$ cat config.mk
export PLATFORM = sky130hd
export DESIGN_NAME = slow_clock_watchdog_timer
export DESIGN_NICKNAME = d
export VERILOG_FILES = /design/src/slow_tick_detect.v /design/src/slow_clock_watchdog_timer.v
export VERILOG_INCLUDE_DIRS = /design/src
export SDC_FILE = /design/constraint.sdc
export NUM_CORES = 1
export LEC_CHECK = 0
export ABC_AREA = 1
export BUFFER_PORTS_ARGS = -buffer_cell sky130_fd_sc_hd__buf_2
export CORE_MARGIN = 2
export CORE_UTILIZATION = 45
export CTS_CLUSTER_SIZE = 10
export DETAILED_ROUTE_END_ITERATION = 10
export GPL_ROUTABILITY_DRIVEN = 0
export HOLD_SLACK_MARGIN = 0.1
export PLACE_DENSITY = 0.83
export SETUP_SLACK_MARGIN = 0.05
export SKIP_LAST_GASP = 1
export SLEW_MARGIN = 20
export SYNTH_ARGS = -nofsm -noshare
export SYNTH_HDL_FRONTEND = slang
export SYNTH_HIERARCHICAL = 1
export SYNTH_SLANG_ARGS = --single-unit
$ cat constraint.sdc
create_clock -name clk -period 1.4 [get_ports clk]
set_input_delay 0.14 -clock clk [delete_from_list [all_inputs] [get_ports clk]]
set_output_delay 0.14 -clock clk [all_outputs]
set_load 0.02 [all_outputs]
$ cat src/wdt_defines.vh
// Purpose: constants for the slow clock watchdog timer
// Assumes: register indices are printed offsets; byte address is index times four
// Notes: included by both design files
//
// Contract
// [RQ1] run-enable set starts counting up from zero
// [RQ2] terminal count gives four slow-cycle reset pulse
// [RQ3] after watchdog reset execution restarts at zero
// [RQ4] refresh one reloads and restarts; zero ignored
// [RQ5] reload register supplies counter high byte
// [RQ6] standby or sleep freezes and keeps count
// [RQ7] watchdog disabled under emulation or debug
// [RQ8] watchdog reset sets its reset-cause flag
// [RQ9] software refreshes before terminal count
// [RQ10] reload writable before and after enabling
// [RQ11] counter advances on slow clock only
// [RQ12] enable and reload reset to zero
// [RQ13] sixteen-bit counter; refresh loads reload, zero
`ifndef WDT_DEFINES_VH
`define WDT_DEFINES_VH

// register indices, byte address is index times four
`define IDX_CLOCK_CONFIG_ONE    16'h401E
`define IDX_WATCHDOG_CONTROL    16'h4026
`define IDX_WATCHDOG_RELOAD     16'h4027
`define IDX_RESET_CAUSE         16'h4030
`define IDX_WATCHDOG_COUNT      16'h4031

// field positions
`define BIT_FAST_CLOCK_MODE     0
`define BIT_LOW_VOLT_IRQ_EN     6
`define BIT_WATCHDOG_RUN_ENABLE 5
`define BIT_WATCHDOG_REFRESH    0
`define BIT_RESET_CAUSE_WDT     0

// reset values
`define RST_CLOCK_CONFIG_ONE    8'h00
`define RST_WATCHDOG_RELOAD     8'h00
`define RST_WATCHDOG_COUNT      16'h0000

// timing and counting
`define WDT_TERMINAL_COUNT      16'hFFFF
`define WDT_PULSE_SLOW_CYCLES   3'h4
`define WDT_RESTART_ADDRESS     16'h0000

`endif

$ cat src/slow_tick_detect.v
// Purpose: turn the asynchronous slow clock into one-cycle ticks on clk
// Assumes: slow clock is much slower than clk (under a quarter of its rate)
// Notes: two flops of synchronisation before the edge detector
`timescale 1ns/100ps
`include "wdt_defines.vh"

module slow_tick_detect
(
  // system
  input  wire clk,
  input  wire rst_n,
  // slow clock pin
  input  wire slow_clk,
  // rising edge of the slow clock, one clk wide
  output reg  slow_tick
);

  reg  [2:0] stage;
  wire [3:0] chain;

  assign chain[0] = slow_clk;

  // stage 0 and 1 synchronise, stage 2 only feeds the edge detector
  genvar i;
  generate
    for (i = 0; i < 3; i = i + 1)
    begin : g_stage
      always @(posedge clk)
      begin
        if (!rst_n)
          stage[i] <= 1'b0;
        else
          stage[i] <= chain[i];
      end
      assign chain[i+1] = stage[i];
    end
  endgenerate

  always @(posedge clk)
  begin
    if (!rst_n)
      slow_tick <= 1'b0;
    else
      slow_tick <= stage[1] & ~stage[2]; // [RQ11]
  end

endmodule

$ cat src/slow_clock_watchdog_timer.v
// Purpose: watchdog counter on the internal slow clock with an APB register port
// Assumes: standby, sleep and debug inputs come from logic on clk
// Notes: one wait state on every APB access; unmapped addresses answer pslverr
//
// Local design decision: the APB register port.
`timescale 1ns/100ps
`include "wdt_defines.vh"

module slow_clock_watchdog_timer
(
  // system
  input  wire        clk,
  input  wire        rst_n,
  // internal slow clock, asynchronous to clk
  input  wire        slow_clk,
  // power and debug state
  input  wire        standby_mode,
  input  wire        sleep_mode,
  input  wire        debug_mode,
  // apb slave
  input  wire        psel,
  input  wire        penable,
  input  wire        pwrite,
  input  wire [17:0] paddr,
  input  wire [31:0] pwdata,
  input  wire [3:0]  pstrb,
  output reg         pready,
  output reg  [31:0] prdata,
  output reg         pslverr,
  // system reset request and restart vector
  output reg         wdt_reset_pulse,
  output reg  [15:0] restart_address,
  // visible state
  output reg         watchdog_active,
  output reg  [15:0] watchdog_count
);

  // pulse state, one-hot
  localparam [1:0] ST_RUN   = 2'b01;
  localparam [1:0] ST_PULSE = 2'b10;

  reg  [1:0]  state;
  reg         watchdog_run_enable;
  reg         fast_clock_mode;
  reg         low_volt_irq_en;
  reg  [7:0]  watchdog_reload_value;
  reg         watchdog_reset_cause_flag;
  reg         run_enable_seen;
  reg  [2:0]  pulse_ticks;

  wire        slow_tick;
  wire        access;
  wire        wr_go;
  wire        rd_go;
  wire        lane0;
  wire        mapped;
  wire        refresh_req;
  wire        count_allowed;
  wire        at_terminal;

  wire        hit_config;
  wire        hit_control;
  wire        hit_reload;
  wire        hit_cause;
  wire        hit_count;
  wire        wr_config;
  wire        wr_reload;
  wire        clear_cause;
  wire        overflow;
  wire        pulse_done;

  reg  [31:0] next_prdata;
  reg         next_run_enable;
  reg         next_fast_clock;
  reg         next_low_volt;
  reg  [7:0]  next_reload;
  reg  [1:0]  next_state;
  reg  [15:0] next_count;
  reg         next_seen;
  reg  [2:0]  next_ticks;
  reg         next_pulse;

  slow_tick_detect slow_tick_detect_inst
  (
    .clk       (clk),
    .rst_n     (rst_n),
    .slow_clk  (slow_clk),
    .slow_tick (slow_tick)
  );

  // index decode; addresses are word aligned, low two bits must be zero
  function reg_hit;
    input [17:0] addr;
    input [15:0] index;
    begin
      reg_hit = (addr[1:0] == 2'b00) && (addr[17:2] == index);
    end
  endfunction

  // second cycle of the access phase carries the answer
  assign access  = psel & penable & ~pready;
  assign wr_go   = access & pwrite & mapped;
  assign rd_go   = access & ~pwrite;
  assign lane0   = pstrb[0];
  assign mapped  = hit_config | hit_control | hit_reload | hit_cause | hit_count;

  // each register decoded here for the map check, the writes and the flag; the refresh and the read mux decode again
  assign hit_config  = reg_hit(paddr, `IDX_CLOCK_CONFIG_ONE);
  assign hit_control = reg_hit(paddr, `IDX_WATCHDOG_CONTROL);
  assign hit_reload  = reg_hit(paddr, `IDX_WATCHDOG_RELOAD);
  assign hit_cause   = reg_hit(paddr, `IDX_RESET_CAUSE);
  assign hit_count   = reg_hit(paddr, `IDX_WATCHDOG_COUNT);
  assign wr_config   = wr_go & lane0 & hit_config;
  assign wr_reload   = wr_go & lane0 & hit_reload;
  assign clear_cause = wr_go & lane0 & hit_cause & pwdata[`BIT_RESET_CAUSE_WDT];

  // a zero written to the refresh bit does nothing
  assign refresh_req = wr_go & lane0 & reg_hit(paddr, `IDX_WATCHDOG_CONTROL) &
                       pwdata[`BIT_WATCHDOG_REFRESH]; // [RQ4]

  // frozen in low power, off under debug
  assign count_allowed = watchdog_run_enable & ~standby_mode & ~sleep_mode &
                         ~debug_mode; // [RQ6] [RQ7]

  assign at_terminal = (watchdog_count == `WDT_TERMINAL_COUNT);

  // one condition starts the pulse and sets the flag, so they never disagree
  assign overflow   = (state == ST_RUN) & run_enable_seen & ~refresh_req &
                      count_allowed & slow_tick & at_terminal;
  assign pulse_done = (state == ST_PULSE) & slow_tick &
                      (pulse_ticks == `WDT_PULSE_SLOW_CYCLES - 3'h1);

  // bus answer
  always @(posedge clk)
  begin
    if (!rst_n)
    begin
      pready  <= 1'b0;
      pslverr <= 1'b0;
      prdata  <= 32'h0000_0000;
    end
    else
    begin
      pready  <= access;
      pslverr <= access & ~mapped;
      if (rd_go)
        prdata <= next_prdata;
    end
  end

  always @*
  begin
    next_prdata = 32'h0000_0000;
    if (reg_hit(paddr, `IDX_CLOCK_CONFIG_ONE))
    begin
      next_prdata[`BIT_FAST_CLOCK_MODE]     = fast_clock_mode;
      next_prdata[`BIT_LOW_VOLT_IRQ_EN]     = low_volt_irq_en;
      next_prdata[`BIT_WATCHDOG_RUN_ENABLE] = watchdog_run_enable;
    end
    else if (reg_hit(paddr, `IDX_WATCHDOG_RELOAD))
      next_prdata[7:0] = watchdog_reload_value;
    else if (reg_hit(paddr, `IDX_RESET_CAUSE))
      next_prdata[`BIT_RESET_CAUSE_WDT] = watchdog_reset_cause_flag;
    else if (reg_hit(paddr, `IDX_WATCHDOG_COUNT))
      next_prdata[15:0] = watchdog_count;
  end

  // software registers; a watchdog reset clears the settings like a chip reset
  always @*
  begin
    next_run_enable = watchdog_run_enable;
    next_fast_clock = fast_clock_mode;
    next_low_volt   = low_volt_irq_en;
    next_reload     = watchdog_reload_value;
    if (state == ST_PULSE)
    begin
      next_run_enable = 1'b0;
      next_fast_clock = 1'b0;
      next_low_volt   = 1'b0;
      next_reload     = `RST_WATCHDOG_RELOAD;
    end
    else
    begin
      if (wr_config)
      begin
        next_run_enable = pwdata[`BIT_WATCHDOG_RUN_ENABLE];
        next_fast_clock = pwdata[`BIT_FAST_CLOCK_MODE];
        next_low_volt   = pwdata[`BIT_LOW_VOLT_IRQ_EN];
      end
      // accepted whether or not the watchdog runs
      if (wr_reload)
        next_reload = pwdata[7:0]; // [RQ10]
    end
  end

  always @(posedge clk)
  begin
    if (!rst_n)
    begin
      watchdog_run_enable   <= 1'b0; // [RQ12]
      watchdog_reload_value <= `RST_WATCHDOG_RELOAD; // [RQ12]
      fast_clock_mode       <= 1'b0;
      low_volt_irq_en       <= 1'b0;
    end
    else
    begin
      watchdog_run_enable   <= next_run_enable;
      watchdog_reload_value <= next_reload;
      fast_clock_mode       <= next_fast_clock;
      low_volt_irq_en       <= next_low_volt;
    end
  end

  // reset-cause flag survives the watchdog reset; set wins over clear
  always @(posedge clk)
  begin
    if (!rst_n)
      watchdog_reset_cause_flag <= 1'b0;
    else if (overflow)
      watchdog_reset_cause_flag <= 1'b1; // [RQ8]
    else if (clear_cause)
      watchdog_reset_cause_flag <= 1'b0;
  end

  // next values of the counter and the pulse
  always @*
  begin
    next_state = state;
    next_count = watchdog_count;
    next_seen  = run_enable_seen;
    next_ticks = pulse_ticks;
    next_pulse = wdt_reset_pulse;

    case (state)
      ST_RUN:
      begin
        // enable edge restarts from zero; a refresh beats a same-cycle tick
        next_seen = watchdog_run_enable;
        if (!watchdog_run_enable)
          next_count = `RST_WATCHDOG_COUNT;
        else if (!run_enable_seen)
          next_count = `RST_WATCHDOG_COUNT; // [RQ1]
        else if (refresh_req)
          next_count = {watchdog_reload_value, 8'h00}; // [RQ5] [RQ13]
        else if (overflow)
        begin
          next_state = ST_PULSE;
          next_pulse = 1'b1; // [RQ2]
          next_ticks = 3'h0;
        end
        else if (count_allowed && slow_tick)
          next_count = watchdog_count + 16'h0001; // [RQ11]
      end
      ST_PULSE:
      begin
        // the pulse counts raw slow edges, low power does not stretch it
        if (pulse_done)
        begin
          next_state = ST_RUN;
          next_pulse = 1'b0; // [RQ2]
          next_count = `RST_WATCHDOG_COUNT;
          next_seen  = 1'b0;
        end
        else if (slow_tick)
          next_ticks = pulse_ticks + 3'h1;
      end
      default:
      begin
        next_state = ST_RUN;
        next_pulse = 1'b0;
      end
    endcase
  end

  // counter and reset pulse
  always @(posedge clk)
  begin
    if (!rst_n)
    begin
      state           <= ST_RUN;
      watchdog_count  <= `RST_WATCHDOG_COUNT;
      run_enable_seen <= 1'b0;
      pulse_ticks     <= 3'h0;
      wdt_reset_pulse <= 1'b0;
    end
    else
    begin
      state           <= next_state;
      watchdog_count  <= next_count;
      run_enable_seen <= next_seen;
      pulse_ticks     <= next_ticks;
      wdt_reset_pulse <= next_pulse;
    end
  end

  // status outputs, one clk behind the state they report
  always @(posedge clk)
  begin
    if (!rst_n)
    begin
      restart_address <= `WDT_RESTART_ADDRESS;
      watchdog_active <= 1'b0;
    end
    else
    begin
      restart_address <= `WDT_RESTART_ADDRESS; // [RQ3]
      watchdog_active <= count_allowed & (state == ST_RUN);
    end
  end

endmodule

# [After elaboration in Yosys (flattened, before gate mapping)]
# Index checks and enable logic that the tools add are counted.
[word_totals] in_bits=63 regBits=58 out_inout_bits=68 elab_cells=128
[op_classes] n_reduce_logical=14 eq_ne=18 addsub=2 bitwise=38 n_mux=38
[op_table] operator="16-bit 2-to-1 mux" n=7
[op_table] operator="16-bit by 15-bit equality test with 1-bit output, second input constant" n=5
[op_table] operator="16-bit one-hot mux with 2 select lines" n=1
[op_table] operator="1-bit AND" n=25
[op_table] operator="3-bit 2-to-1 mux" n=6
[op_table] operator="16-bit by 1-bit adder with 16-bit output, second input constant" n=1
[op_table] operator="16-bit equality test, second input constant" n=1
[op_table] operator="8-bit 2-to-1 mux" n=2
[op_table] operator="15-bit 2-to-1 mux" n=1
[op_table] operator="2-bit 2-to-1 mux" n=6
[op_table] operator="2-bit != test, second input constant" n=6
[op_table] operator="5-bit != test, second input constant" n=2
[op_table] operator="1-bit 2-to-1 mux" n=9
[op_table] operator="9-bit 2-to-1 mux" n=1
[op_table] operator="1-bit NOT" n=9
[op_table] operator="7-bit AND reduction" n=1
[op_table] operator="1-bit logical AND" n=6
[op_table] operator="3-bit one-hot mux with 2 select lines" n=1
[op_table] operator="5-bit AND reduction" n=1
[op_table] operator="4-bit 2-to-1 mux" n=1
[op_table] operator="1-bit OR" n=4
[op_table] operator="1-bit one-hot mux with 2 select lines" n=2
[op_table] operator="2-bit one-hot mux with 2 select lines" n=1
[op_table] operator="4-bit AND reduction" n=1
[op_table] operator="other kinds (9)" n=10

# [Logic depth before layout (Yosys ltp)]
# Gate-level depths: netlist of the first run.
[depth] word_depth=20 depth_mapped=14 depth_no_buf=13

# [Modules after synthesis]
# Netlist of the first run, hierarchy kept.
[by_module_without_submodules] module="slow_clock_watchdog_timer" n_inst=1 seq_area_each_um2=1061.0 area_each_um2=3373.2 cells_each=538
[by_module_without_submodules] module="slow_tick_detect" n_inst=1 seq_area_each_um2=80.1 area_each_um2=108.9 cells_each=11

# [Least setup slack after synthesis of the first run]
# No wires, ideal clock.
[synth_timing] path_kind="register to register" start="register, netlist name wdt_reset_pulse" end="register watchdog_count[1]" setup_time_ps=128 arrival_ps=1592 synth_period_minus_slack_ps=1720 n_path_buf=1 required_ps=1272 slack_ps=-320 stages_incl_launch_ff=11 path_cell_list="dfxtp_1 > inv_1 > nor2_1 > nand3_1 > nand2_1 > inv_1 > nor2_2 > buf_6 > nand2_1 > nand2_1 > nor2_1"
[synth_rtl] element="end signal, assigned" line_no="slow_clock_watchdog_timer.v:281" rtl="watchdog_count <= `RST_WATCHDOG_COUNT;"
[synth_rtl] element="end signal, assigned" line_no="slow_clock_watchdog_timer.v:289" rtl="watchdog_count <= next_count;"
[synth_rtl] element="end, declared" line_no="slow_clock_watchdog_timer.v:35" rtl="output reg [15:0] watchdog_count"

# [Final worst setup path of the first run]
[layout_timing] start="register state[0]" end="register watchdog_count[15]"
[layout_via] elab_chain_len=8 elab_cells_between_ends=15 cone_classes="eq/ne (5); mux (1); bitwise (7); reduce/logical (2)"
[layout_lines] element="start, declared" line_no="slow_clock_watchdog_timer.v:42" rtl="reg [1:0] state;"
[layout_lines] element="start signal, assigned" line_no="slow_clock_watchdog_timer.v:288" rtl="state <= next_state;"
[layout_lines] element="2-bit by 1-bit equality test with 1-bit output" line_no="slow_clock_watchdog_timer.v:128, slow_clock_watchdog_timer.v:234"
[layout_lines] element="1-bit AND (3 in a row)" line_no="slow_clock_watchdog_timer.v:128" rtl="assign overflow = (state == ST_RUN) & run_enable_seen & ~refresh_req &"
[layout_lines] element="1-bit AND (2 in a row)" line_no="slow_clock_watchdog_timer.v:129" rtl="count_allowed & slow_tick & at_terminal;"
[layout_lines] element="5-bit != test (no line)"
[layout_lines] element="4-bit AND reduction (no line)"
# Several ways; a longest one is shown, not always the timed one.
# A chain may end at the register's enable or synchronous reset.

==> results of run 1 <==
## cells by family (layout without fill, tap and decap cells)
logic type,after synthesis,after routing,share of synthesized area (%)
simple gates,288,291,35.7
buf+inv,130,265,18.8
compound gates,63,63,9.77
flops,57,57,32.8
xor+xnor,7,7,1.76
fa+ha+maj,3,3,1.08
other cells,1,32,0.108
## metal layers
layer | vias to the layer above | global-route usage, % | part of all wire (%)
li1 | 1972 | - | -
met1 | 1958 | 29.3 | 35
met2 | 290 | 46.0 | 50
met3 | 92 | 6.90 | 9.5
met4 | 0 | 12.1 | 5.4
met5 | - | 0 | 0
## worst max-delay path, cell delays in order (launching register included)
cell and delay [ns]:
dfxtp_2 0.36, inv_2 0.05, nor2_4 0.15, nand3_4 0.13
nor2_4 0.14, nand3_2 0.09, nand2_2 0.10, nand4_4 0.18
nand2_8 0.18, nand2_1 0.07, nand2_1 0.07, nor2_1 0.04
## synth_stat cells
library cell / n
a21oi_1: 28
inv_1: 85
nand4_2: 1
o211ai_1: 7
dfxtp_1: 57
nand2_1: 133
ha_1: 3
o22ai_1: 2
or2_2: 2
o21a_1: 1
nor2_4: 1
nand3_1: 30
nor3_1: 6
buf_6: 5
clkbuf_1: 5
nand2_2: 3
xor2_1: 7
o21ai_0: 23
nand2_4: 1
buf_2: 1
buf_4: 34
and3_1: 1
nor4_1: 2
o21ai_1: 1
nand3_2: 4
nand3_4: 1
nand4_1: 7
a211oi_1: 1
nor2_1: 89
nor2_2: 7
conb_1: 1
## registers in the layout (all words and copies together), names as in the netlist, 3 cells and up
signal and count:
prdata 16, watchdog_count 16, slow_tick_detect_inst/chain 3, watchdog_reload_value 8
pulse_ticks 3
## power by group through the flow
stage	Combinational, µW	Clock [µW]	Sequential (µW)
global route	381	1510	1610
detailed placement	311	0	1650
global placement	302	0	1640
floorplan	235	0	1650
CTS	330	1410	1610
finish	354	1400	1610
## how the worst max path moves through the flow
stage                               endpoint         startpoint  slack, ns
after detailed placement  watchdog_count[12]     pulse_ticks[1]      -0.41
after CTS                  watchdog_count[8]  watchdog_count[2]      -0.19
after global routing       watchdog_count[6]           state[0]      -0.35
final                     watchdog_count[15]           state[0]      -0.27
after global placement    watchdog_count[12]          paddr[11]      -0.31
after floorplan           watchdog_count[15]  watchdog_count[8]      -0.10
## repair_timing
action	CTS	global route
cloned	2	1
setup endpoints to repair	29	46
setup buffers	5	3
pin swaps	20	27
gates resized for setup	20	72
hold buffers	8	0
hold endpoints to repair	10	0
## area by class of cell
cell class / instances / area [µm²] / area share [%]
inverters: 85 / 322 / 6.21
repair buffers: 164 / 1090 / 21.0
multi-input cells: 396 / 2260 / 43.6
flip-flops and latches: 57 / 1210 / 23.3
well taps: 102 / 128 / 2.46
clock buffers: 10 / 138 / 2.66
clock inverters: 6 / 41.3 / 0.797
## stage by stage
stage	instances	power (µW)	area [µm²]	setup slack (ns)	setup TNS, ns
2_1_floorplan	580	1890	3790	-0.101	-1.03
3_3_place_gp	785	1950	4500	-0.314	-9.57
3_5_place_dp	785	1960	4500	-0.406	-12.33
4_1_cts	816	3350	4890	-0.191	-3.28
5_1_grt	820	3500	5180	-0.350	-5.64
6_report	820	3360	5180	-0.267	-4.03
## layout by cell type, fill, tap and decap left out, drive strengths merged
cell type	count
clkinvlp	1
nand2	138
or2	2
inv	87
buf	156
and3	1
dfxtp	57
o22ai	2
a21oi	28
a211oi	1
dlygate4sd3	8
nor4	2
clkbuf	10
nor2	98
o21ai	24
xor2	7
ha	3
nand4	8
clkinv	3
nor3	6
nand3	36
o211ai	7
conb	32
o21a	1
==> impl_metrics.prom, run 1 <==
# TYPE chip_impl_metric gauge
chip_impl_metric{name="cts_inserted_buffers",unit=""} 9
chip_impl_metric{name="global_route.usage.total",unit="%"} 26.1
chip_impl_metric{name="max-clock-path-buffers",unit=""} 2
chip_impl_metric{name="die_y",unit="µm"} 92.0
chip_impl_metric{name="timing.critical_path.required",unit="ns"} 1.64
chip_impl_info{name="grt_setup_unrepaired",value="yes"} 1
chip_impl_metric{name="cts.sink_count",unit=""} 57
chip_impl_metric{name="netlist_area_before_placement",unit="mm²"} 0.00348
chip_impl_metric{name="routed_wirelength",unit="µm"} 12200
chip_impl_info{name="worst_setup_path_end_kind",value="register"} 1
chip_impl_metric{name="wire_per_inst",unit="µm"} 14.9
chip_impl_metric{name="worstPathArrival",unit="ns"} 1.91
chip_impl_info{name="setup.worst_path.class",value="reg -> reg"} 1
chip_impl_metric{name="fill_cells",unit=""} 563
chip_impl_metric{name="skew_final",unit="ns"} 0.0116
chip_impl_metric{name="initial_utilization",unit="%"} 45.8
chip_impl_metric{name="finalCoreUtilization",unit="%"} 68.1
chip_impl_metric{name="yosys_register_bits",unit=""} 57
chip_impl_metric{name="global_route_wire_length_before_repair",unit="µm"} 17800
chip_impl_metric{name="synth_sequential_area_ratio",unit="%"} 32.8
chip_impl_metric{name="fin_nets",unit=""} 779
chip_impl_metric{name="final-hold-violation-count",unit=""} 0
chip_impl_metric{name="drt_pre_antenna_iters",unit=""} 9
chip_impl_metric{name="setup-violations-final",unit=""} 20
chip_impl_metric{name="timing.final.ws_setup",unit="ns"} -0.267
chip_impl_metric{name="htree_levels",unit=""} 3
chip_impl_metric{name="timing.slew.headroom",unit="%"} 66.8
chip_impl_info{name="crit-reg2reg-capture",value="watchdog_count[15]"} 1
chip_impl_metric{name="power.switching",unit="µW"} 947
chip_impl_metric{name="grt_pass1_vias",unit=""} 3978
chip_impl_metric{name="maxCapViolCount",unit=""} 0
chip_impl_metric{name="port_buffers",unit=""} 71
chip_impl_metric{name="clkPwrFrac",unit="%"} 41.8
chip_impl_metric{name="power_frac_seq",unit="%"} 47.7
chip_impl_metric{name="grt_overflow",unit=""} 0
chip_impl_info{name="synth_top_cells_by_area",value="dfxtp_1, nand2_1, nor2_1"} 1
chip_impl_metric{name="ys_warn_count",unit=""} 6
chip_impl_metric{name="final_min_period_over_clock_period",unit="%"} 119
chip_impl_info{name="reg2reg_from",value="state[0]"} 1
chip_impl_metric{name="slack_of_the_worst_reg_to_reg_path",unit="ns"} -0.27
chip_impl_metric{name="clkSlewWorstSetupHoldPaths",unit="ns"} 0.08
chip_impl_metric{name="post_synth_inst_count",unit=""} 549
chip_impl_info{name="critPathLaunchType",value="register"} 1
chip_impl_metric{name="coreArea",unit="mm²"} 0.00761
chip_impl_metric{name="pins_over_their_slew_limit",unit=""} 0
chip_impl_metric{name="drive_gt1_share",unit="%"} 40.5
chip_impl_metric{name="combinational_fraction_of_design_power",unit="%"} 10.5
chip_impl_metric{name="static-leakage-power",unit="µW"} 0.00248
chip_impl_metric{name="intPower",unit="µW"} 2420
chip_impl_metric{name="layout_min_cycle_time",unit="ns"} 1.67
chip_impl_info{name="tritoncts",value="yes"} 1
chip_impl_info{name="status",value="finished with violations"} 1
chip_impl_metric{name="floorplan.rows",unit=""} 32
chip_impl_metric{name="antenna_left",unit=""} 0
chip_impl_metric{name="worst_hold_path.num_cells",unit=""} 3
chip_impl_metric{name="grt_antenna_before_repair",unit=""} 0
chip_impl_metric{name="max_freq",unit="GHz"} 0.600
chip_impl_metric{name="syn_to_final_growth",unit="%"} 48.8
chip_impl_metric{name="vdd_ir_drop_max",unit="µV"} 669
chip_impl_metric{name="count_of_routing_violations_after_the_opening_detailed_route_iteration",unit=""} 527
chip_impl_metric{name="dp.final_hpwl",unit="µm"} 7740
chip_impl_metric{name="crit_path_max_fanout",unit=""} 8
chip_impl_metric{name="switching_share",unit="%"} 28.2
chip_impl_metric{name="tightest_slew",unit="ns"} 0.494
chip_impl_metric{name="maximum_number_of_pins_on_one_net_before_global_route_repair",unit=""} 24
chip_impl_metric{name="yosysTopAreaCellShare",unit="%"} 32.8
chip_impl_metric{name="drcViolationCount",unit=""} 0
chip_impl_metric{name="power.density",unit="mW/mm²"} 650
chip_impl_info{name="hp-start",value="pwdata[0]"} 1
chip_impl_info{name="timing.hold.worst_endpoint",value="watchdog_reload_value[0]"} 1
chip_impl_info{name="worst_hold_path_type",value="in -> reg"} 1
chip_impl_metric{name="route.detailed.vias_per_inst",unit=""} 5.26
chip_impl_metric{name="r2r_worst_path_depth",unit=""} 11
chip_impl_info{name="violations",value="setup timing"} 1
chip_impl_metric{name="whs",unit="ns"} 0.152
chip_impl_metric{name="vias",unit=""} 4312
chip_impl_metric{name="syn_area_per_cell",unit="µm²"} 6.34
chip_impl_info{name="root_buffer",value="clkbuf_8"} 1
chip_impl_info{name="synth_top_cell_by_area",value="dfxtp_1"} 1
chip_impl_metric{name="diode_count",unit=""} 0
chip_impl_metric{name="yosys.cell_types.count",unit=""} 31
chip_impl_metric{name="die_area",unit="mm²"} 0.00846
chip_impl_metric{name="worstSkewPairLatency",unit="ns"} 0.35
chip_impl_metric{name="die_x",unit="µm"} 92.0
chip_impl_metric{name="pin_count",unit=""} 131
Note: power is estimated with default switching activity, not from simulation.
==> inputs of run 2 (changes only) <==
--- a/config.mk
+++ b/config.mk
@@ -8,7 +8,6 @@
 export LEC_CHECK = 0
 export ABC_AREA = 1
 export BUFFER_PORTS_ARGS = -buffer_cell sky130_fd_sc_hd__buf_2
-export CORE_MARGIN = 2
 export CORE_UTILIZATION = 45
 export CTS_CLUSTER_SIZE = 10
 export DETAILED_ROUTE_END_ITERATION = 10
==> constraint.sdc (replaced) <==
create_clock -name clk -period 1.4 [get_ports clk]
set_input_delay 0.07 -clock clk [delete_from_list [all_inputs] [get_ports clk]]
set_output_delay 0.07 -clock clk [all_outputs]
set_load 0.02 [all_outputs]
==> run 2 against run 1 <==
- the run still ends with setup timing left
- largest power group is now clock
- global-route usage up 1.3 points
- routed wire length up 1.3%
- critical endpoint is now pulse_ticks[0]
- register-to-register slack worse by 0.04 ns
- clock skew down 0.0017 ns
- critical path type unchanged
- die area down 4.3%
==> impl_metrics.prom, run 2 (synthesis gave the netlist of run 1 again) <==
# TYPE chip_impl_metric gauge
chip_impl_info{name="status",value="finished with violations"} 1
chip_impl_info{name="violations",value="setup timing"} 1
chip_impl_metric{name="whs",unit="ns"} 0.114
chip_impl_metric{name="placedInstanceArea",unit="mm²"} 0.00455
chip_impl_metric{name="maxCapViolCount",unit=""} 0
chip_impl_metric{name="intPower",unit="µW"} 2950
chip_impl_info{name="timing.critical_path.slowest_stage_cell",value="dfxtp_4"} 1
chip_impl_info{name="tritoncts",value="yes"} 1
chip_impl_metric{name="layout_min_cycle_time",unit="ns"} 1.71
chip_impl_metric{name="pin_count",unit=""} 131
chip_impl_metric{name="die_area",unit="mm²"} 0.00809
chip_impl_info{name="mostFrequentLayoutCells",value="nand2_1, buf_4, inv_1"} 1
chip_impl_metric{name="skew_final",unit="ns"} 0.00999
chip_impl_metric{name="routed_wirelength",unit="µm"} 12400
chip_impl_metric{name="final-hold-violation-count",unit=""} 0
chip_impl_metric{name="clkPwrFrac",unit="%"} 49.3
chip_impl_metric{name="route.detailed.vias_per_inst",unit=""} 5.23
chip_impl_metric{name="die_x",unit="µm"} 90.0
chip_impl_metric{name="htree_levels",unit=""} 3
chip_impl_metric{name="grt_antenna_before_repair",unit=""} 0
chip_impl_metric{name="global_route.usage.total",unit="%"} 27.4
chip_impl_metric{name="vdd_ir_drop_max",unit="µV"} 914
chip_impl_info{name="reg2reg_from",value="watchdog_count[2]"} 1
chip_impl_metric{name="syn_to_final_growth",unit="%"} 53.4
chip_impl_metric{name="clkSlewWorstSetupHoldPaths",unit="ns"} 0.07
chip_impl_info{name="cp-startpoint",value="watchdog_count[2]"} 1
chip_impl_metric{name="power_frac_seq",unit="%"} 41.4
chip_impl_metric{name="setup-violations-final",unit=""} 24
chip_impl_info{name="crit_path_end",value="pulse_ticks[0]"} 1
chip_impl_metric{name="finalInstanceArea",unit="mm²"} 0.00534
chip_impl_info{name="crit-reg2reg-capture",value="pulse_ticks[0]"} 1
chip_impl_metric{name="maximum_number_of_pins_on_one_net_before_global_route_repair",unit=""} 24
chip_impl_info{name="worstPathCellList",value="nand2_4 > nor2_4 > nand3_4 > buf_4 > nor4_2 > nand2_1 > nand2_2 > nand3_1 > nand2_1 > nor2_1"} 1
chip_impl_metric{name="combinational_fraction_of_design_power",unit="%"} 9.3
chip_impl_metric{name="power.density",unit="mW/mm²"} 727
chip_impl_metric{name="max-clock-path-buffers",unit=""} 2
chip_impl_metric{name="dp.final_hpwl",unit="µm"} 7590
chip_impl_metric{name="cts_inserted_buffers",unit=""} 9
chip_impl_metric{name="slack_of_the_worst_reg_to_reg_path",unit="ns"} -0.31
chip_impl_metric{name="floorplan.rows",unit=""} 31
chip_impl_metric{name="worstPathArrival",unit="ns"} 1.96
chip_impl_metric{name="numPlacedInstances",unit=""} 787
chip_impl_info{name="critPathLaunchType",value="register"} 1
chip_impl_metric{name="worstSkewPairLatency",unit="ns"} 0.36
chip_impl_metric{name="critical_path_depth",unit=""} 10
chip_impl_info{name="cp_top_family",value="simple AND/OR/NAND/NOR gates"} 1
chip_impl_metric{name="grt_overflow",unit=""} 0
chip_impl_metric{name="crit_buf_inv",unit=""} 1
chip_impl_metric{name="switching_share",unit="%"} 24.0
chip_impl_metric{name="coreArea",unit="mm²"} 0.00737
chip_impl_metric{name="cts.sink_count",unit=""} 57
chip_impl_metric{name="global_route_wire_length_before_repair",unit="µm"} 17600
chip_impl_metric{name="pins_over_their_slew_limit",unit=""} 0
chip_impl_metric{name="count_of_routing_violations_after_the_opening_detailed_route_iteration",unit=""} 484
chip_impl_info{name="setup.worst_path.class",value="reg -> reg"} 1
chip_impl_metric{name="final_min_period_over_clock_period",unit="%"} 122
chip_impl_metric{name="crit_path_max_fanout",unit=""} 6
chip_impl_info{name="critical_path.most_common_cell",value="nand2_1"} 1
chip_impl_metric{name="static-leakage-power",unit="µW"} 0.00260
chip_impl_metric{name="timing.critical_path.required",unit="ns"} 1.65
chip_impl_info{name="hp-start",value="penable"} 1
chip_impl_metric{name="grt_pass1_vias",unit=""} 3898
chip_impl_metric{name="r2r_worst_path_depth",unit=""} 10
chip_impl_metric{name="wire_per_inst",unit="µm"} 14.9
chip_impl_metric{name="max_freq",unit="GHz"} 0.586
chip_impl_metric{name="fin_nets",unit=""} 794
chip_impl_metric{name="drive_gt1_share",unit="%"} 40.4
chip_impl_info{name="worst_hold_path_type",value="in -> reg"} 1
chip_impl_metric{name="power.switching",unit="µW"} 930
chip_impl_metric{name="initial_utilization",unit="%"} 47.2
chip_impl_metric{name="drt_pre_antenna_iters",unit=""} 6
chip_impl_info{name="root_buffer",value="clkbuf_8"} 1
chip_impl_metric{name="layoutNonFillerInstCount",unit=""} 832
chip_impl_metric{name="total_power",unit="µW"} 3880
chip_impl_info{name="largestRegisters",value="prdata: 16 flops, watchdog_count: 16 flops, watchdog_reload_value: 8 flops"} 1
chip_impl_metric{name="drcViolationCount",unit=""} 0
chip_impl_info{name="worst_setup_path_end_kind",value="register"} 1
chip_impl_metric{name="vias",unit=""} 4353
chip_impl_metric{name="antenna_left",unit=""} 0
chip_impl_metric{name="critPathMaxStageDelay",unit="ns"} 0.38
chip_impl_info{name="grt_setup_unrepaired",value="yes"} 1
chip_impl_metric{name="die_y",unit="µm"} 90.0
chip_impl_metric{name="timing.final.ws_setup",unit="ns"} -0.307
chip_impl_info{name="most_common_cell_after_layout_fill_and_taps_aside",value="nand2_1"} 1
chip_impl_metric{name="diode_count",unit=""} 0
chip_impl_metric{name="port_buffers",unit=""} 71
## run 2: cell count changes in the layout (fill, tap and decap cells not counted), sizes merged
cell / before / now
dlygate4sd3: 8 / 9
clkbuf: 10 / 13
bufinv: 0 / 2
clkinvlp: 1 / 0
inv: 87 / 86
clkinv: 3 / 0
buf: 156 / 171
nor2: 98 / 97
## run 2: worst min-delay path by stage
stage	endpoint	slack [ns]	cells after the start
floorplan	slow_tick_detect_inst/chain[1]	0.16	2
detailed placement	slow_tick_detect_inst/chain[1]	0.26	3
global placement	slow_tick_detect_inst/chain[1]	0.26	3
CTS	pready	0.11	5
global route	pready	0.14	5
finish	pready	0.11	5
## run 2: cell type report
cell class / count / area [µm²]
Tap cell: 99 / 124
Fill cell: 498 / 2030
Sequential cell: 57 / 1200
Multi-Input combinational cell: 395 / 2190
Inverter: 85 / 319
Timing Repair Buffer: 180 / 1250
Clock inverter: 3 / 66.3
Clock buffer: 13 / 181
## run 2: tightest hold or removal path: cells and delay by family
family / cells / cell delay [ns]
and+or+nand+nor: 3 / 0.19
buffers and inverters: 2 / 0.18
## run 2: per-layer routing
| metal | share of wire (%) | up-vias | wire length [µm] | GRT usage, % |
|---|---|---|---|---|
| li1 | - | 1998 | - | - |
| met1 | 37 | 1973 | 4630 | 29.9 |
| met2 | 48 | 295 | 5980 | 46.0 |
| met3 | 8.9 | 87 | 1100 | 8.80 |
| met4 | 5.3 | 0 | 658 | 17.3 |
| met5 | 0 | - | 0 | 0 |
## run 2: timing repair
action                     in CTS  in global routing
setup endpoints to repair      25                 42
buffers inserted               10                  6
pin swaps                      24                 25
hold endpoints to repair       12                  0
hold buffers                    9                  0
cloned                          2                  2
gates resized for setup        18                 67
## run 2: power groups by stage
stage | registers [µW] | clock network [µW] | logic, µW
floorplan | 1650 | 0 | 233
global placement | 1640 | 0 | 298
detailed placement | 1640 | 0 | 307
CTS | 1610 | 1920 | 328
global route | 1610 | 2010 | 385
finish | 1610 | 1910 | 361
## run 2: per-stage QoR
step / setup slack [ns] / util, % / setup TNS [ns]
3_3_place_gp: -0.171 / 61.7 / -4.69
6_report: -0.307 / 72.5 / -5.38
5_1_grt: -0.432 / 72.5 / -7.90
2_1_floorplan: -0.101 / - / -1.05
3_5_place_dp: -0.279 / 61.7 / -7.82
4_1_cts: -0.233 / 68.8 / -4.28
